===== src/core/abvi_pkg.sv =====
package abvi_pkg;

   // ***************************************************************
   // Sizes
   // ***************************************************************
   localparam int LEVELS      = 4;
   localparam int LVL_W       = 2;
   localparam int LEVEL_BASE  = 4;
   localparam int NUM_PATHS   = 16;
   localparam int PATH_W      = 4;
   localparam int VEC_W       = 16;
   localparam int DATA_W      = 32;
   localparam int SUB_W       = 4;

   // ***************************************************************
   // Read data layouts
   // ***************************************************************
   localparam int ADP_SERVICE_BIT = 31;
   localparam int DP_BNE_BIT      = 0;
   localparam int DP_WMODE_BIT    = 1;
   localparam int DP_BTE_BIT      = 2;

   // ***************************************************************
   // Timing
   // ***************************************************************
   localparam int CLK_PERIOD_NS = 40;
   localparam int PURGE_TIME_NS = 2000;
   localparam int PURGE_CYCLES  = (PURGE_TIME_NS + CLK_PERIOD_NS - 1) / CLK_PERIOD_NS;
   localparam int CNT_W         = 8;

   // ***************************************************************
   // Register window
   // ***************************************************************
   localparam int             WIN_PAGES     = 16;
   localparam int             PAGE_BYTES    = 512;
   localparam int             WIN_BYTES     = WIN_PAGES * PAGE_BYTES;
   localparam int             WIN_SHIFT     = $clog2(WIN_BYTES);
   localparam logic [31:0]    WIN_PHYS_BASE = 32'h2000_0000;

   // ***************************************************************
   // Types
   // ***************************************************************
   typedef enum logic [1:0] {
      VST_IDLE   = 2'b00,
      VST_GRANT  = 2'b01,
      VST_ANSWER = 2'b11
   } abvi_vst_t;

   typedef struct packed {
      logic             req;
      logic [LVL_W-1:0] level;
   } abvi_lvl_cmd_t;

   typedef struct packed {
      logic              valid;
      logic [DATA_W-1:0] data;
   } abvi_rd_rsp_t;

   typedef struct packed {
      logic             valid;
      logic [SUB_W-1:0] sublevel;
   } abvi_sum_rsp_t;

endpackage : abvi_pkg


===== src/core/abvi_core.sv =====
// How it works
// - Data path reads busy during purge flush
// - Error flag aborts path transfers until cleared
// - Purge of an empty path does nothing
// - Purge of direct path zero ignored
// - Four peripheral levels, adapter on jumper level
// - One vector register per level four..seven
// - Vector in low bits, bit 31 adapter
// - Forward requests only with both enables set
// - Grant when request, empty, power good
// - Captured vector returned with adapter bit
// - Failed conditions return stored contents or zero
// - Full clears only on ack or init
// - No grant while adapter interrupt pending
// - Raise backplane request, answer summary sublevel
// - Passive release loads no vector
// - Adapter request holds until status cleared
// - Window of sixteen 512-byte pages
// - Flush writes, clears not-empty, error on fail
`timescale 1ns/1ns
module abvi_core
   import abvi_pkg::*;
#(
   parameter logic [SUB_W-1:0] SUBLEVEL = 4'h1
)
(
   // Clock and reset
   input  wire logic                 clk,
   input  wire logic                 rst_n,
   input  wire logic                 adapter_init,
   // Control and status
   input  wire logic                 interrupt_fielder_switch,
   input  wire logic                 request_interrupt_enable,
   input  wire logic                 adapter_int_enable,
   input  wire logic                 adapter_status_pending,
   input  wire logic [LVL_W-1:0]     adapter_level,
   input  wire logic [PATH_W-1:0]    xfer_req_num,
   // Peripheral bus side
   input  wire logic [LEVELS-1:0]    peripheral_request_line,
   input  wire logic                 power_low_warning,
   input  wire logic                 vec_strobe,
   input  wire logic [VEC_W-1:0]     vec_data,
   input  wire logic                 passive_release,
   output logic [LEVELS-1:0]         grant_ff,
   // Backplane interrupt side
   output logic [LEVELS-1:0]         bp_request_ff,
   input  wire abvi_lvl_cmd_t        summary_cmd,
   output abvi_sum_rsp_t             summary_rsp_ff,
   input  wire abvi_lvl_cmd_t        vector_cmd,
   output abvi_rd_rsp_t              vector_rsp_ff,
   input  wire logic                 vector_ack,
   // Data path registers
   input  wire logic [PATH_W-1:0]    dp_sel,
   input  wire logic                 dp_purge_wr,
   input  wire logic                 dp_bte_clr_wr,
   input  wire logic                 dp_rd,
   output abvi_rd_rsp_t              dp_rsp_ff,
   output logic                      dp_busy_ff,
   input  wire logic [NUM_PATHS-1:0] path_fill,
   input  wire logic [NUM_PATHS-1:0] path_write_mode,
   input  wire logic                 flush_fail,
   output logic [NUM_PATHS-1:0]      path_abort_ff,
   output logic                      flush_active_ff,
   // Register window
   input  wire logic [31:0]          probe_addr,
   output logic [31:0]               win_base_ff,
   output logic                      probe_hit_ff
);
   // ***************************************************************
   // Adapter interrupt and backplane requests
   // ***************************************************************
   logic                 adp_int;
   logic                 fwd_en;
   logic [LEVELS-1:0]    nxt_bp_request;
   assign adp_int = adapter_int_enable & adapter_status_pending;
   assign fwd_en  = interrupt_fielder_switch & request_interrupt_enable;
   genvar gl;
   generate
      for (gl = 0; gl < LEVELS; gl++)
      begin : g_req
         assign nxt_bp_request[gl] = (fwd_en & peripheral_request_line[gl])
                                   | (adp_int & (adapter_level == LVL_W'(gl)));
      end
   endgenerate
   always_ff @(posedge clk or negedge rst_n)
   begin
      if (!rst_n)
         bp_request_ff <= '0;
      else if (adapter_init)
         bp_request_ff <= '0;
      else
         bp_request_ff <= nxt_bp_request;
   end
   // Sublevel only answered for a level we are actually requesting
   abvi_sum_rsp_t nxt_summary_rsp;
   assign nxt_summary_rsp.valid    = summary_cmd.req;
   assign nxt_summary_rsp.sublevel = (summary_cmd.req & bp_request_ff[summary_cmd.level])
                                     ? SUBLEVEL : '0;
   always_ff @(posedge clk or negedge rst_n)
   begin
      if (!rst_n)
         summary_rsp_ff <= '0;
      else
         summary_rsp_ff <= nxt_summary_rsp;
   end
   // ***************************************************************
   // Vector fetch
   // ***************************************************************
   abvi_vst_t            vst_ff;
   abvi_vst_t            nxt_vst;
   logic [LVL_W-1:0]     vlvl_ff;
   logic [LVL_W-1:0]     ack_lvl_ff;
   logic [VEC_W-1:0]     vec_ff [LEVELS];
   logic [LEVELS-1:0]    full_ff;
   logic                 grant_ok;
   logic                 load_vec;
   // Adapter pending blocks the grant; bit 31 then tells software why
   assign grant_ok = peripheral_request_line[vector_cmd.level]
                   & ~full_ff[vector_cmd.level]
                   & ~power_low_warning
                   & ~adp_int;
   assign load_vec = (vst_ff == VST_GRANT) & vec_strobe;
   always_comb
   begin
      nxt_vst = vst_ff;
      case (vst_ff)
         VST_IDLE:
            if (vector_cmd.req)
               nxt_vst = grant_ok ? VST_GRANT : VST_ANSWER;
         VST_GRANT:
            if (vec_strobe || passive_release)
               nxt_vst = VST_ANSWER;
         VST_ANSWER:
            nxt_vst = VST_IDLE;
         default:
            nxt_vst = VST_IDLE;
      endcase
   end
   always_ff @(posedge clk or negedge rst_n)
   begin
      if (!rst_n)
      begin
         vst_ff  <= VST_IDLE;
         vlvl_ff <= '0;
      end
      else if (adapter_init)
         vst_ff  <= VST_IDLE;
      else
      begin
         vst_ff <= nxt_vst;
         if (vst_ff == VST_IDLE && vector_cmd.req)
            vlvl_ff <= vector_cmd.level;
      end
   end
   generate
      for (gl = 0; gl < LEVELS; gl++)
      begin : g_vec
         logic sel_lvl;
         logic ack_hit;
         assign sel_lvl = (vlvl_ff == LVL_W'(gl));
         assign ack_hit = vector_ack & (ack_lvl_ff == LVL_W'(gl));
         always_ff @(posedge clk or negedge rst_n)
         begin
            if (!rst_n)
            begin
               full_ff[gl] <= 1'b0;
               vec_ff[gl]  <= '0;
            end
            else if (adapter_init)
            begin
               full_ff[gl] <= 1'b0;
               vec_ff[gl]  <= '0;
            end
            else if (load_vec && sel_lvl)
            begin
               full_ff[gl] <= 1'b1;
               vec_ff[gl]  <= vec_data;
            end
            else if (ack_hit)
            begin
               full_ff[gl] <= 1'b0;
               vec_ff[gl]  <= '0;
            end
         end
         always_ff @(posedge clk or negedge rst_n)
         begin
            if (!rst_n)
               grant_ff[gl] <= 1'b0;
            else if (adapter_init)
               grant_ff[gl] <= 1'b0;
            else
               grant_ff[gl] <= (nxt_vst == VST_GRANT) &
                               ((vst_ff == VST_IDLE) ? (vector_cmd.level == LVL_W'(gl))
                                                     : sel_lvl);
         end
      end
   endgenerate
   abvi_rd_rsp_t nxt_vector_rsp;
   always_comb
   begin
      nxt_vector_rsp                       = '0;
      nxt_vector_rsp.valid                 = (vst_ff == VST_ANSWER);
      nxt_vector_rsp.data[VEC_W-1:0]       = vec_ff[vlvl_ff];
      nxt_vector_rsp.data[ADP_SERVICE_BIT] = adp_int;
   end
   always_ff @(posedge clk or negedge rst_n)
   begin
      if (!rst_n)
      begin
         vector_rsp_ff <= '0;
         ack_lvl_ff    <= '0;
      end
      else
      begin
         vector_rsp_ff <= nxt_vector_rsp;
         if (vst_ff == VST_ANSWER)
            ack_lvl_ff <= vlvl_ff;
      end
   end
   // ***************************************************************
   // Buffered path purge
   // ***************************************************************
   logic [NUM_PATHS-1:0] bne_ff;
   logic [PATH_W-1:0]    flush_path_ff;
   logic [CNT_W-1:0]     flush_cnt_ff;
   logic                 purge_req;
   logic                 flush_start;
   logic                 flush_done;
   // Purges during a flush are dropped: only one flush engine
   assign purge_req   = dp_purge_wr & (dp_sel != '0) & bne_ff[dp_sel]
                      & ~flush_active_ff;
   assign flush_start = purge_req & path_write_mode[dp_sel];
   assign flush_done  = flush_active_ff & (flush_cnt_ff == '0);
   always_ff @(posedge clk or negedge rst_n)
   begin
      if (!rst_n)
      begin
         flush_active_ff <= 1'b0;
         flush_path_ff   <= '0;
         flush_cnt_ff    <= '0;
      end
      else if (adapter_init)
         flush_active_ff <= 1'b0;
      else if (flush_start)
      begin
         flush_active_ff <= 1'b1;
         flush_path_ff   <= dp_sel;
         flush_cnt_ff    <= CNT_W'(PURGE_CYCLES - 1);
      end
      else if (flush_done)
         flush_active_ff <= 1'b0;
      else if (flush_active_ff)
         flush_cnt_ff    <= flush_cnt_ff - 1'b1;
   end
   genvar gp;
   generate
      for (gp = 0; gp < NUM_PATHS; gp++)
      begin : g_path
         logic here;
         logic bne_set;
         logic bne_clr;
         logic bte_set;
         logic bte_clr;
         assign here    = (dp_sel == PATH_W'(gp));
         assign bne_set = path_fill[gp] & (gp != 0);
         assign bne_clr = (purge_req & here & ~path_write_mode[gp])
                        | (flush_done & (flush_path_ff == PATH_W'(gp)));
         assign bte_set = flush_done & flush_fail & (flush_path_ff == PATH_W'(gp));
         assign bte_clr = dp_bte_clr_wr & here;
         // Fill and error set win over a clear in the same cycle
         always_ff @(posedge clk or negedge rst_n)
         begin
            if (!rst_n)
               bne_ff[gp] <= 1'b0;
            else if (bne_set)
               bne_ff[gp] <= 1'b1;
            else if (adapter_init || bne_clr)
               bne_ff[gp] <= 1'b0;
         end
         // Purge never clears the error flag; a failed flush sets it
         always_ff @(posedge clk or negedge rst_n)
         begin
            if (!rst_n)
               path_abort_ff[gp] <= 1'b0;
            else if (bte_set)
               path_abort_ff[gp] <= 1'b1;
            else if (bte_clr)
               path_abort_ff[gp] <= 1'b0;
         end
      end
   endgenerate
   abvi_rd_rsp_t nxt_dp_rsp;
   always_comb
   begin
      nxt_dp_rsp                    = '0;
      nxt_dp_rsp.valid              = dp_rd & ~flush_active_ff;
      // Busy answer carries no data, so no stale flag is seen as read
      nxt_dp_rsp.data[DP_BNE_BIT]   = nxt_dp_rsp.valid & bne_ff[dp_sel];
      nxt_dp_rsp.data[DP_WMODE_BIT] = nxt_dp_rsp.valid & path_write_mode[dp_sel];
      nxt_dp_rsp.data[DP_BTE_BIT]   = nxt_dp_rsp.valid & path_abort_ff[dp_sel];
   end
   always_ff @(posedge clk or negedge rst_n)
   begin
      if (!rst_n)
      begin
         dp_rsp_ff  <= '0;
         dp_busy_ff <= 1'b0;
      end
      else
      begin
         dp_rsp_ff  <= nxt_dp_rsp;
         dp_busy_ff <= dp_rd & flush_active_ff;
      end
   end
   // ***************************************************************
   // Register window decode
   // ***************************************************************
   logic [31:0] nxt_win_base;
   assign nxt_win_base = WIN_PHYS_BASE + (32'(xfer_req_num) << WIN_SHIFT);
   always_ff @(posedge clk or negedge rst_n)
   begin
      if (!rst_n)
      begin
         win_base_ff  <= '0;
         probe_hit_ff <= 1'b0;
      end
      else
      begin
         win_base_ff  <= nxt_win_base;
         probe_hit_ff <= (probe_addr[31:WIN_SHIFT] == nxt_win_base[31:WIN_SHIFT]);
      end
   end
endmodule : abvi_core


===== config.mk =====
export PLATFORM = sky130hd
export DESIGN_NAME = abvi_core
export DESIGN_NICKNAME = d
export VERILOG_FILES = /design/src/core/abvi_pkg.sv /design/src/core/abvi_core.sv
export SDC_FILE = /design/constraint.sdc
export NUM_CORES = 1
export LEC_CHECK = 0
export BUFFER_PORTS_ARGS = -buffer_cell sky130_fd_sc_hd__buf_2
export CAP_MARGIN = 20
export CORE_ASPECT_RATIO = 0.6
export CORE_MARGIN = 2
export CORE_UTILIZATION = 52
export CTS_CLUSTER_DIAMETER = 30
export DETAILED_ROUTE_END_ITERATION = 10
export GPL_ROUTABILITY_DRIVEN = 0
export PLACE_DENSITY = 0.81
export SLEW_MARGIN = 30
export SYNTH_ARGS = -nofsm -noshare
export SYNTH_HDL_FRONTEND = slang
export SYNTH_SLANG_ARGS = --single-unit

===== constraint.sdc =====
create_clock -name clk -period 2.6 [get_ports clk]
set_clock_uncertainty 0.15 [all_clocks]
set_input_delay 0.52 -clock clk [delete_from_list [all_inputs] [get_ports clk]]
set_output_delay 0.52 -clock clk [all_outputs]
set_load 0.05 [all_outputs]

==> Word-level counts from Yosys, hierarchy flattened <==
Index checks and enable logic that the tools add are counted.
{ "word_totals": {"regBits": 183, "output_inout_bits": 130, "wordCells": 455} }
{ "classes": {"add_sub_neg": 2, "n_lt_le_gt_ge": 4, "n_eq_ne": 47, "n_mux": 122, "n_bitwise": 151, "reduce_logical": 70} }
{ "ops": {"columns": ["cell", "count"], "rows": [
  ["16-bit 2-to-1 mux", 14],
  ["1-bit bitwise AND", 111],
  ["1-bit 2-to-1 mux", 92],
  ["4-bit == test (second input constant)", 16],
  ["2-bit nonzero test", 32],
  ["16-bit binary-select mux with 2-bit select", 1],
  ["4-bit by 3-bit == test with 1-bit output (second input constant)", 8],
  ["30-bit by 17-bit adder with 31-bit output (first input constant)", 1],
  ["8-bit 2-to-1 mux", 3],
  ["1-bit NOT", 20],
  ["19-bit by 18-bit == test with 1-bit output", 1],
  ["1-bit bitwise OR", 19],
  ["2-bit == test (second input constant)", 9],
  ["4-bit by 2-bit == test with 1-bit output (second input constant)", 4],
  ["1-bit logical OR", 16],
  ["3-bit nonzero test", 5],
  ["1-bit binary-select mux with 4-bit select", 3],
  ["2-bit by 1-bit == test with 1-bit output (second input constant)", 6],
  ["2-bit logical NOT", 5],
  ["4-bit by 1-bit == test with 1-bit output (second input constant)", 2],
  ["4-bit logical NOT", 2],
  ["8-bit logical NOT", 1],
  ["2-bit 2-to-1 mux", 4],
  ["8-bit by 1-bit subtractor with 8-bit output (second input constant)", 1],
  ["other kinds (12)", 20]
]} }

==> Depth between registers and ports, before layout <==
Gate-level depths: netlist of run 1.
{ "depth": {"ltp_word": 12, "ltp_mapped": 8, "ltp_nobuf": 7} }

==> Least setup slack after synthesis of run 1 <==
No wires, ideal clock.
{ "synth_path": {"path_kind": "input port to flip-flop", "start": "in dp_sel[0]", "end": "reg flush_path_ff[2]", "setup_ns": 0.125, "t_arrival_ns": 2.491, "required_time_ns": 2.325, "slack_ns": -0.166, "cell_stages": 6, "path_cell_list": "clkbuf_1 mux4_2 a211o_1 a2111oi_4 buf_6 mux2_4"} }
{ "synth_via": {"elab_chain_len": 6, "elab_cells_between_ends": 10, "classes_between": "4 x mux; 4 x bitwise; 2 x reduce/logical"} }
{ "synth_lines": {"columns": ["item", "line", "rtl"], "rows": [
  ["from (decl)", "abvi_core.sv:53", "input wire logic [PATH_W-1:0] dp_sel,"],
  ["1-bit binary-select mux with 4-bit select / 4-bit nonzero test (equally long branches)", "abvi_core.sv:230", "assign purge_req = dp_purge_wr & (dp_sel != '0) & bne_ff[dp_sel]"],
  ["1-bit 2-to-1 mux (implied by the code) / 1-bit bitwise AND (equally long branches)", "abvi_core.sv:230", null],
  ["1-bit bitwise AND", "abvi_core.sv:230", null],
  ["1-bit bitwise AND", "abvi_core.sv:231", "& ~flush_active_ff;"],
  ["1-bit bitwise AND *", "abvi_core.sv:232", "assign flush_start = purge_req & path_write_mode[dp_sel];"],
  ["2-bit AND reduction (no line) *", null, null],
  ["to (signal assigned)", "abvi_core.sv:247", "flush_path_ff <= dp_sel;"],
  ["to (decl)", "abvi_core.sv:224", "logic [PATH_W-1:0] flush_path_ff;"]
]} }
Mark *: on every way between the ends. The rest lies on a longest branch, timed or not. The select of a mux whose other input is x is not followed.
A chain may end at the register's enable or synchronous reset.

==> Final worst setup path of run 1 <==
{ "layout_path": {"start": "in dp_sel[3]", "end": "reg bne_ff[7]"} }
{ "layout_via": {"elab_chain_len": 9, "elab_cells_between_ends": 12, "classes_between": "1 x eq/ne; 2 x mux; 6 x bitwise; 3 x reduce/logical"} }
{ "layout_lines": {"columns": ["item", "line", "rtl"], "rows": [
  ["1-bit binary-select mux with 4-bit select / 4-bit nonzero test (equally long branches)", "abvi_core.sv:230", null],
  ["1-bit 2-to-1 mux (implied by the code) / 1-bit bitwise AND (equally long branches)", "abvi_core.sv:230", null],
  ["1-bit bitwise AND", "abvi_core.sv:230", null],
  ["1-bit bitwise AND", "abvi_core.sv:231", null],
  ["1-bit bitwise AND * (2 in series)", "abvi_core.sv:266", "assign bne_clr = (purge_req & here & ~path_write_mode[gp])"],
  ["1-bit bitwise OR *", "abvi_core.sv:267", "| (flush_done & (flush_path_ff == PATH_W'(gp)));"],
  ["1-bit logical OR *", "abvi_core.sv:277", "else if (adapter_init || bne_clr)"],
  ["2-bit nonzero test (no line) *", null, null],
  ["to (signal, indexed assignment)", "abvi_core.sv:274", "bne_ff[gp] <= 1'b0;"],
  ["to (signal, indexed assignment)", "abvi_core.sv:276", "bne_ff[gp] <= 1'b1;"],
  ["to (signal, indexed assignment)", "abvi_core.sv:278", "bne_ff[gp] <= 1'b0;"],
  ["to (decl)", "abvi_core.sv:223", "logic [NUM_PATHS-1:0] bne_ff;"]
]} }
Marked as above.

==> results of run 1 <==
-- layer usage --
metal | share of wire, % | up-vias
met2 | 43 | 387
met4 | 1.2 | 0
met3 | 10 | 24
li1 | - | 2710
met5 | 0 | -
met1 | 46 | 3036
-- kinds of logic (layout without fill, tap and decap cells) --
| logic type | count (synthesis) | in the layout | share of synthesized area [%] |
|---|---|---|---|
| other | 2 | 75 | 0.0971 |
| flip-flops | 157 | 157 | 50.8 |
| adder cells (fa/ha/maj) | 2 | 2 | 0.324 |
| AO/OA/AOI/OAI | 186 | 186 | 18.3 |
| buffers and inverters | 128 | 251 | 10.1 |
| multiplexers | 36 | 36 | 8.58 |
| AND/OR/NAND/NOR | 147 | 147 | 10.5 |
| XOR/XNOR | 11 | 11 | 1.25 |
-- report_power, final --
part / switching [mW] / total, mW / leakage, nW / internal [mW]
clock network: 1.05 / 2.40 / 0.281 / 1.35
logic: 0.928 / 1.38 / 2.17 / 0.450
registers: 0.192 / 2.79 / 2.09 / 2.60
total: 2.17 / 6.57 / 4.54 / 4.40
-- worst paths after layout --
check,to,slack (ns),cells past startpoint
max in group asynchronous,full_ff[3],1.18,3
hold / removal,win_base_ff[14],0.08,1
setup / recovery,bne_ff[7],0.09,9
setup reg to reg,bne_ff[7],0.25,7
min in group asynchronous,bne_ff[11],0.47,2
hold reg to reg,full_ff[1],0.33,1
-- cells in the mapped netlist, drive strengths merged, types with 10 or more instances --
master / number
o21bai: 15
mux4: 23
buf: 85
nand2: 24
inv: 14
o21ai: 37
a22o: 65
nor3: 12
nor2: 26
xnor2: 10
a21oi: 12
dfrtp: 157
clkbuf: 28
o211ai: 13
nand2b: 15
-- per-stage QoR --
stage / instance area, µm² / total power, mW / utilization, %
after floorplan: 8010 / 3.82 / -
after global placement: 8750 / 4.17 / 60.3
after detailed placement: 8750 / 4.19 / 60.3
after CTS: 9330 / 6.60 / 64.3
after global routing: 9330 / 6.88 / 64.3
final: 9330 / 6.57 / 64.3
-- worst max-delay path: cells and delay by family --
family	cells	cell delay [ns]
buffers and inverters	4	0.73
AO/OA/AOI/OAI	3	1.00
AND/OR/NAND/NOR	2	0.40
-- cells in the final DEF (no fill, tap or decap), types with 10 or more instances in the layout --
master | synthesis | routed
nand2b_1 | 15 | 15
dfrtp_1 | 157 | 157
buf_4 | 75 | 44
buf_2 | 5 | 155
a21oi_1 | 12 | 12
mux4_2 | 23 | 23
conb_1 | 2 | 75
a22o_1 | 65 | 65
inv_1 | 14 | 14
o211ai_1 | 13 | 13
o21bai_1 | 15 | 15
nor3_1 | 12 | 11
nand2_1 | 24 | 24
nor2_1 | 26 | 26
o21ai_0 | 37 | 37
xnor2_1 | 10 | 10
clkbuf_16 | 0 | 17
-- layout make-up --
type / count / area, µm²
Multi-Input combinational cell: 457 / 3320
Timing Repair Buffer: 205 / 1210
Fill cell: 1116 / 5170
Clock buffer: 17 / 425
Inverter: 15 / 56.3
Tap cell: 198 / 248
Clock inverter: 14 / 146
Sequential cell: 157 / 3930
-- state kept, by name, summed over array words and instances, names as in the netlist, 4 cells and up --
name,flops
vec_ff,64
vector_rsp_ff,18
path_abort_ff,16
bne_ff,15
flush_cnt_ff,8
win_base_ff,5
bp_request_ff,4
dp_rsp_ff,4
flush_path_ff,4
full_ff,4
grant_ff,4
-- what timing repair did --
action,CTS,global route
endpoints found under the hold margin,49,0
setup endpoints to repair,0,1
hold buffers,1,0
gates resized for setup,0,1
==> run summary, run 1 <==
## Status
• finished, final reports clean — status

## Job
• 0 — max capacitance violation total

## GRT
• 5,714 — vias in the first global route
• 0 — initial antenna violation count
• 0 — remaining global-route overflow
• 25.3% — global routing usage summed across all routing layers
• 5.30% — global-route track usage on met3
• 30,900 µm — global-route wire length before repair
• 39.4% — met1 demand-to-capacity share in global routing
• 54 — maximum number of pins on one net before global-route repair
• met1 — most utilized layer in the global route result
• 35.9% — met2 track utilization from global routing

## STA
• 0 — Setup-failing EPs final
• false — unrepaired setup endpoints after global routing
• 0.398 GHz — highest clock frequency the design can meet
• 0 — final hold violation count
• 0.0827 ns — Hold Slack
• 0.893 ns — transition time at the pin with the least slew margin
• 0 ns — TNS Setup
• 96.5% — period utilization
• 0.0898 ns — worst setup slack after layout
• 40.5% — worst relative slew slack
• 0 — number of pins with negative max-slew slack in the final report
• 2.51 ns — min Tclk post-route

## Detailed routing
• 722 — Iteration-0 DRC Markers
• 0 — number of DRC violations after detailed routing
• 0 — count of nets left with antenna violations after detail routing
• 5.79 — via-per-instance ratio
• 19,800 µm — wire length after detailed routing
• 6,157 — via total after detailed routing
• 7 — DRT Pass-1 Iters
• 18.7 µm — average wire length per cell after detail routing

## Critical path
• flop — category of the worst setup path capture point
• buf_4 — most used cell along the critical path
• 11 — highest net fanout along the worst path
• 2.65 ns — data arrival at the endpoint of the critical path
• 2.74 ns — required time of the worst setup path
• buf_2 -> buf_4 -> nand2b_1 -> o22ai_1 -> nand2_1 -> buf_4 -> a2111oi_1 -> buf_4 -> o21bai_1 — CP Cell Sequence
• dp_sel[3] — worst setup path startpoint
• a2111oi_1 — slowest library cell on the worst path
• input pin — crit path launch type
• 0.66 ns — peak per-stage delay on the critical path
• bne_ff[11] — startpoint of the most critical register-to-register path
• input pin to flop — critical path start-end classification

## Placement
• 156 — count of port buffers added during placement
• 1,031 — Cell Count Post-Placement
• -0.356 ns — placement-stage worst setup slack
• 14,500 µm — final HPWL from detailed placement

## Power
• 705 mW/mm² — power per unit of standard cell area
• 4.54 nW — static power due to leakage
• 0.406 mV — largest vdd supply drop

## Synth
• 0.00773 mm² — post-synthesis instance area
• dfrtp_1 — main flop type after synthesis
• 669 — cell count after synthesis
• 0 — total number of yosys warnings
• dfrtp_1 (51%), a22o_1 (7.4%), buf_4 (7.3%) — cells taking the most area after synthesis
• 50.8% — post-synth top area share
• 157 — count of state elements after synthesis
• 50.8% — Seq/Total Area, Yosys
• 11.6 µm² — syn avg cell area
• 0 — number of enable flip-flop cells after synthesis
• 57 — number of library cell types mapped by synthesis
• dfrtp_1 — biggest area consumer among synthesized cells
• 100% — share of synthesized registers carrying an async set or reset

## Clocking
• 4 — htree depth
• 0 — number of buffers inserted to repair setup after CTS
• done — CTS tree
• 157 — Sink Count
• 0.41 ns — worst skew pair latency
• clkbuf_16 — clock tree root driver cell
• 0.07 ns — clock-pin slew on the worst setup and hold paths
• 2 — number of buffers between clock root and the deepest sink
• 17 — cts bufs inserted

## Final layout
• 20.7% — area growth from synthesis to layout
• 970 — post-layout net count
• 1,063 — final standard cell count with taps included and fillers excluded
• 0 — diode insertion count for antenna repair
• 31.8% — proportion of layout cells with a drive suffix above 1

## Worst hold path
• input pin to flop — worst hold path type
• xfer_req_num[1] — startpoint of the most critical hold path

## Floorplan
• 98.5 µm — height of the die
• 0.0145 mm² — total core area
• 161 µm — width of the die
• 245 — count of pins on the block boundary
• 0.0159 mm² — Die Area
• 34 — number of rows in the core area
• 53.3% — starting utilization of the core area

No activity file was read; power rests on OpenSTA's default activity.
==> run 2, diff against run 1 <==
--- a/config.mk
+++ b/config.mk
@@ -9,11 +9,12 @@
 export CAP_MARGIN = 20
 export CORE_ASPECT_RATIO = 0.6
 export CORE_MARGIN = 2
-export CORE_UTILIZATION = 52
+export CORE_UTILIZATION = 53
+export CTS_BUF_LIST = sky130_fd_sc_hd__clkbuf_4 sky130_fd_sc_hd__clkbuf_8
 export CTS_CLUSTER_DIAMETER = 30
 export DETAILED_ROUTE_END_ITERATION = 10
 export GPL_ROUTABILITY_DRIVEN = 0
-export PLACE_DENSITY = 0.81
+export PLACE_DENSITY = 0.83
 export SLEW_MARGIN = 30
 export SYNTH_ARGS = -nofsm -noshare
 export SYNTH_HDL_FRONTEND = slang
==> run 2 against run 1 <==
Compared with the run above:
- fmax rose by 0.61%
- setup slack gained 0.015 ns
- non-clock buffer count grew 9
- combinational power increased by 3%
- clock-buffer cell count increased by 1
- total power decreased by 8.8%
- core utilization fell by 0.39 points
- critical path depth is the same
- via count increased by 0.67%
- critical endpoint is now bne_ff[5]
- largest cell class unchanged
- highest routed layer is now met5
==> run summary, run 2 (synthesis results as in run 1) <==
## Final layout
• 0.00919 mm² — fin area, was 0.00933 mm²
• 63.9% — final cell utilization of the core, was 64.3%
• vec_ff — top register by number of flip-flops, unchanged
• 1,143 — layout filler cell count, was 1,116
• dfrtp_1 — commonest non-fill, non-tap cell in the layout, unchanged
• 32.5% — proportion of layout cells with a drive suffix above 1, was 31.8%
• 18.9% — area growth from synthesis to layout, was 20.7%
• 0.00393 mm² — sequential cell area in the final layout, unchanged
• 64 — number of flip-flops under the largest register name, unchanged
• dfrtp_1 (157), buf_2 (155), conb_1 (75) — most frequent cells in the layout, unchanged
• 979 — post-layout net count, was 970
• vec_ff (64), vector_rsp_ff (18), path_abort_ff (16) — biggest regs, unchanged
• 0.00331 mm² — multi-input combinational cell area, was 0.00332 mm²

## Floorplan
• 0.0144 mm² — total core area, was 0.0145 mm²
• 53.8% — starting utilization of the core area, was 53.3%
• 0.0156 mm² — Die Area, was 0.0159 mm²
• 97.6 µm — height of the die, was 98.5 µm
• 245 — count of pins on the block boundary, unchanged
• 34 — number of rows in the core area, unchanged
• 160 µm — width of the die, was 161 µm

## Critical path
• input pin to flop — critical path start-end classification, unchanged
• bne_ff[6] — startpoint of the most critical register-to-register path, was bne_ff[11]
• bne_ff[5] — reg-to-reg critical path endpoint, was bne_ff[7]
• 0.22 ns — flop-to-flop setup slack, was 0.25 ns
• flop — category of the worst setup path capture point, unchanged
• 18 — highest net fanout along the worst path, was 11
• input pin — crit path launch type, unchanged
• 2.65 ns — data arrival at the endpoint of the critical path, about the same
• 2.76 ns — required time of the worst setup path, was 2.74 ns
• 7 — r2r worst-path depth, unchanged
• dp_sel[3] — worst setup path startpoint, unchanged

## Clocking
• 157 — Sink Count, unchanged
• done — CTS tree, unchanged
• clkbuf_8 — clock tree root driver cell, was clkbuf_16
• 17 — cts bufs inserted, unchanged
• 0.08 ns — clock-pin slew on the worst setup and hold paths, was 0.07 ns
• 0 — number of buffers inserted to repair setup after CTS, unchanged
• 4 — htree depth, unchanged
• 0 — post-CTS sizing, unchanged
• 2 — number of buffers between clock root and the deepest sink, unchanged
• 0.43 ns — worst skew pair latency, was 0.41 ns

## STA
• 0.401 GHz — highest clock frequency the design can meet, was 0.398 GHz
• 0.813 ns — transition time at the pin with the least slew margin, was 0.893 ns
• 0 — final hold violation count, unchanged
• 2.49 ns — min Tclk post-route, was 2.51 ns
• 0 — Setup-failing EPs final, unchanged
• 0 — number of pins with negative max-slew slack in the final report, unchanged
• false — unrepaired setup endpoints after global routing, unchanged
• 45.4% — worst relative slew slack, was 40.5%
• 96.0% — period utilization, was 96.5%

## GRT
• 0 — remaining global-route overflow, unchanged
• 31,800 µm — global-route wire length before repair, was 30,900 µm
• 3 — initial antenna violation count, was 0
• 69 — maximum number of pins on one net before global-route repair, was 54
• 5,752 — vias in the first global route, was 5,714
• 26.2% — global routing usage summed across all routing layers, was 25.3%

## Detailed routing
• 6,198 — via total after detailed routing, was 6,157
• 20,200 µm — wire length after detailed routing, was 19,800 µm
• 5 — DRT Pass-1 Iters, was 7
• 0 — number of DRC violations after detailed routing, unchanged
• 0 — count of nets left with antenna violations after detail routing, unchanged
• 18.8 µm — average wire length per cell after detail routing, was 18.7 µm
• 5.77 — via-per-instance ratio, was 5.79
• 678 — Iteration-0 DRC Markers, was 722

## Placement
• 15,000 µm — final HPWL from detailed placement, was 14,500 µm
• 156 — count of port buffers added during placement, unchanged
• 0.00879 mm² — area after detailed placement, was 0.00875 mm²

## Power
• 0.356 mV — largest vdd supply drop, was 0.406 mV
• 653 mW/mm² — power per unit of standard cell area, was 705 mW/mm²
• 4.50 nW — static power due to leakage, was 4.54 nW

## Job
• 0 — max capacitance violation total, unchanged

## Status
• finished, final reports clean — status, unchanged

## Worst hold path
• 1 — number of stages on the worst hold path, unchanged
• input pin to flop — worst hold path type, unchanged
• summary_rsp_ff[4] — sink of the worst hold path, was win_base_ff[14]
• summary_cmd[2] — startpoint of the most critical hold path, was xfer_req_num[1]

run 2: cell type report:
type / count / share of cell area (%)
sequential: 157 / 42.7
clock buffer: 18 / 2.63
tap: 198 / 2.69
antenna: 2 / 0.0544
clock inverter: 14 / 1.63
inverter: 15 / 0.612
multi-input combinational: 457 / 36.0
timing repair buffer: 214 / 13.6
run 2: stage by stage:
step	setup WS (ns)	hold WS (ns)	total power [mW]	TNS (ns)	std cells
5_1_grt	0.0621	0.0341	6.28	0	1073
4_1_cts	0.208	0.0459	6.01	0	1073
3_5_place_dp	-0.234	0.315	4.21	-2.79	1040
2_1_floorplan	0.0132	0.0744	3.82	0	742
3_3_place_gp	-0.209	0.312	4.17	-1.78	1040
6_report	0.105	0.0623	6.00	0	1075
run 2: power by group:
part           leakage, nW  total [mW]  internal (mW)  switching, mW
registers             2.09        2.78           2.60          0.179
clock network        0.204        1.81          0.811          0.994
logic                 2.21        1.42          0.449          0.966
total                 4.50        6.00           3.86           2.14
run 2: worst max-delay path by stage:
stage                                   to  slack [ns]  depth (start not counted)
after detailed placement         bne_ff[5]       -0.23                          9
final                            bne_ff[5]        0.11                          9
after global placement           bne_ff[5]       -0.21                          9
after CTS                        bne_ff[5]        0.21                          9
after floorplan           flush_path_ff[2]        0.01                          7
after global routing       flush_active_ff        0.06                         10
run 2: critical path, cell delays in order:
cell       delay, ns
buf_2           0.12
buf_4           0.18
nand2b_1        0.19
nor3_1          0.44
a2111oi_4       0.13
buf_4           0.24
a2111oi_0       0.56
buf_4           0.20
o21bai_1        0.06
run 2: metal layers:
metal	routed length (µm)	up-vias	track usage, %
met5	13	-	0
met2	8590	412	35.7
met1	8960	3024	40.7
li1	-	2737	-
met3	2470	23	7.94
met4	187	2	6.51
run 2: what timing repair did:
action                     4_1_cts  5_1_grt
setup endpoints to repair        0        0
hold buffers                     1        0
hold endpoints to repair        65        0
==> run 3, diff against run 2 <==
--- a/config.mk
+++ b/config.mk
@@ -7,7 +7,7 @@
 export LEC_CHECK = 0
 export BUFFER_PORTS_ARGS = -buffer_cell sky130_fd_sc_hd__buf_2
 export CAP_MARGIN = 20
-export CORE_ASPECT_RATIO = 0.6
+export CORE_ASPECT_RATIO = 0.7
 export CORE_MARGIN = 2
 export CORE_UTILIZATION = 53
 export CTS_BUF_LIST = sky130_fd_sc_hd__clkbuf_4 sky130_fd_sc_hd__clkbuf_8
==> run 3 against run 2 <==
Compared with the run above:
- sequential power about the same
- non-clock buffer count decreased by 14
- design area decreased by 1.1%
- wire length decreased by 5.6%
- combinational power decreased by 4%
- flip-flop and latch count unchanged
- critical path depth unchanged
- first-iteration DRC count decreased by 27%
- clock power about the same
- sequential share of layout area increased by 0.46 points
==> run summary, run 3 (synthesis results as in run 1) <==
## Critical path
• input pin — crit path launch type, unchanged
• 13 — highest net fanout along the worst path, was 18
• dp_sel[1] — worst setup path startpoint, was dp_sel[3]
• bne_ff[4] — reg-to-reg critical path endpoint, was bne_ff[5]
• buf_4 — most used cell along the critical path, unchanged
• bne_ff[10] — startpoint of the most critical register-to-register path, was bne_ff[6]
• a2111oi_0 — slowest library cell on the worst path, unchanged
• 8 — r2r worst-path depth, was 7
• compound AO/OA/AOI/OAI gates — cell class contributing the biggest share of worst-path delay, unchanged
• 4 — total buffers and inverters traversed by the critical path, unchanged
• 0.70 ns — peak per-stage delay on the critical path, was 0.56 ns
• flop — category of the worst setup path capture point, unchanged
• 0.14 ns — flop-to-flop setup slack, was 0.22 ns
• 2.68 ns — data arrival at the endpoint of the critical path, was 2.65 ns
• buf_2 -> buf_4 -> nor2b_1 -> a22o_1 -> a2111oi_4 -> buf_4 -> a2111oi_0 -> buf_4 -> o21bai_1 — CP Cell Sequence, was buf_2 -> buf_4 -> nand2b_1 -> nor3_1 -> a2111oi_4 -> buf_4 -> a2111oi_0 -> buf_4 -> o21bai_1
• input pin to flop — critical path start-end classification, unchanged
• 2.77 ns — required time of the worst setup path, was 2.76 ns

## Detailed routing
• 6,091 — via total after detailed routing, was 6,198
• 0 — number of DRC violations after detailed routing, unchanged
• 19,100 µm — wire length after detailed routing, was 20,200 µm
• 5.79 — via-per-instance ratio, was 5.77
• 0 — count of nets left with antenna violations after detail routing, unchanged
• 5 — DRT Pass-1 Iters, unchanged
• 18.2 µm — average wire length per cell after detail routing, was 18.8 µm
• 493 — Iteration-0 DRC Markers, was 678

## Clocking
• 0.08 ns — clock-pin slew on the worst setup and hold paths, about the same
• 0.45 ns — worst skew pair latency, was 0.43 ns
• 157 — Sink Count, unchanged
• 17 — cts bufs inserted, unchanged
• 4 — htree depth, unchanged
• 2 — number of buffers between clock root and the deepest sink, unchanged
• clkbuf_8 — clock tree root driver cell, unchanged
• done — CTS tree, unchanged

## Final layout
• 1,052 — final standard cell count with taps included and fillers excluded, was 1,075
• 0.00909 mm² — fin area, was 0.00919 mm²
• vec_ff — top register by number of flip-flops, unchanged
• vec_ff (64), vector_rsp_ff (18), path_abort_ff (16) — biggest regs, unchanged
• 31.5% — proportion of layout cells with a drive suffix above 1, was 32.5%
• 965 — post-layout net count, was 979
• 64 — number of flip-flops under the largest register name, unchanged
• dfrtp_1 (157), buf_2 (155), conb_1 (75) — most frequent cells in the layout, unchanged
• dfrtp_1 — commonest non-fill, non-tap cell in the layout, unchanged
• 64.5% — final cell utilization of the core, was 63.9%
• 17.6% — area growth from synthesis to layout, was 18.9%

## GRT
• 1 — initial antenna violation count, was 3
• 6.38% — global-route track usage on met3, was 7.94%
• 36.5% — met2 track utilization from global routing, was 35.7%
• 25.0% — global routing usage summed across all routing layers, was 26.2%
• 0 — remaining global-route overflow, unchanged
• 53 — maximum number of pins on one net before global-route repair, was 69
• 30,300 µm — global-route wire length before repair, was 31,800 µm
• 5,772 — vias in the first global route, was 5,752
• 36.6% — met1 demand-to-capacity share in global routing, was 40.7%
• met1 — most utilized layer in the global route result, unchanged

## STA
• 96.5% — period utilization, was 96.0%
• 2.51 ns — min Tclk post-route, was 2.49 ns
• 0.0904 ns — worst setup slack after layout, was 0.105 ns
• 0 — Setup-failing EPs final, unchanged
• 0.398 GHz — highest clock frequency the design can meet, was 0.401 GHz
• 0 — final hold violation count, unchanged
• 0 — number of pins with negative max-slew slack in the final report, unchanged
• 46.3% — worst relative slew slack, was 45.4%
• false — unrepaired setup endpoints after global routing, unchanged
• 0.785 ns — transition time at the pin with the least slew margin, was 0.813 ns

## Power
• 660 mW/mm² — power per unit of standard cell area, was 653 mW/mm²
• 4.43 nW — static power due to leakage, was 4.50 nW
• 0.443 mV — largest vdd supply drop, was 0.356 mV
• 6.00 mW — total chip power, about the same

## Placement
• -0.284 ns — placement-stage worst setup slack, was -0.234 ns
• 1,018 — Cell Count Post-Placement, was 1,040
• 156 — count of port buffers added during placement, unchanged
• 13,900 µm — final HPWL from detailed placement, was 15,000 µm
• 0.00868 mm² — area after detailed placement, was 0.00879 mm²

## Floorplan
• 148 µm — width of the die, was 160 µm
• 105 µm — height of the die, was 97.6 µm
• 0.0156 mm² — Die Area, about the same
• 36 — number of rows in the core area, was 34
• 0.0141 mm² — total core area, was 0.0144 mm²
• 245 — count of pins on the block boundary, unchanged
• 54.8% — starting utilization of the core area, was 53.8%

## Job
• 0 — max capacitance violation total, unchanged

## Status
• finished, final reports clean — status, unchanged

## Worst hold path
• input pin to flop — worst hold path type, unchanged
• summary_cmd[2] — startpoint of the most critical hold path, unchanged
• summary_rsp_ff[4] — sink of the worst hold path, unchanged
• 1 — number of stages on the worst hold path, unchanged

## run 3: changes by cell type in the layout (fill, tap and decap cells not counted), sizes merged
cell and change:
inv -3, buf -14, bufinv +1, diode -1, clkinvlp +2
## run 3: worst max path at each step
| stage | to | slack, ns | cells past startpoint |
|---|---|---|---|
| finish | bne_ff[4] | 0.09 | 9 |
| floorplan | flush_path_ff[2] | 0.01 | 7 |
| global route | bne_ff[4] | 0.02 | 8 |
| CTS | bne_ff[4] | 0.17 | 8 |
| detailed placement | bne_ff[4] | -0.28 | 9 |
| global placement | bne_ff[4] | -0.24 | 9 |
## run 3: final cells by class
| cell class | instances | area, µm² |
|---|---|---|
| Inverter | 15 | 56.3 |
| Timing Repair Buffer | 200 | 1140 |
| Antenna cell | 1 | 2.50 |
| Clock buffer | 18 | 248 |
| Sequential cell | 157 | 3930 |
| Clock inverter | 14 | 158 |
| Fill cell | 1080 | 5000 |
| Tap cell | 190 | 238 |
| Multi-Input combinational cell | 457 | 3320 |
## run 3: through the flow
step | hold WS, ns | TNS, ns
6_report | 0.0370 | 0
3_3_place_gp | 0.315 | -0.320
5_1_grt | 0.00394 | 0
3_5_place_dp | 0.315 | -0.592
4_1_cts | 0.0131 | 0
2_1_floorplan | 0.0744 | 0
## run 3: worst reg2reg max path, stage by stage (launching register included)
cell	delay [ns]
dfrtp_1	0.35
mux2i_1	0.11
o32ai_1	0.33
buf_4	0.18
a2111oi_4	0.04
buf_4	0.19
a2111oi_0	0.70
buf_4	0.22
o21bai_1	0.06
## run 3: routing by layer
| metal | vias up | wire (µm) |
|---|---|---|
| li1 | 2700 | - |
| met5 | - | 0 |
| met4 | 0 | 267 |
| met3 | 26 | 1950 |
| met1 | 2986 | 8510 |
| met2 | 379 | 8380 |
## run 3: power breakdown
| part | internal, mW | switching (mW) | total (mW) | leakage (nW) |
|---|---|---|---|---|
| clock network | 0.897 | 0.940 | 1.84 | 0.202 |
| registers | 2.60 | 0.209 | 2.81 | 2.09 |
| logic | 0.442 | 0.916 | 1.36 | 2.14 |
| total | 3.94 | 2.06 | 6.00 | 4.43 |
## run 3: what timing repair did
item,in CTS,in global routing
hold buffers,1,0
setup buffers,0,0
endpoints found under the hold margin,49,0
gates resized for setup,0,0
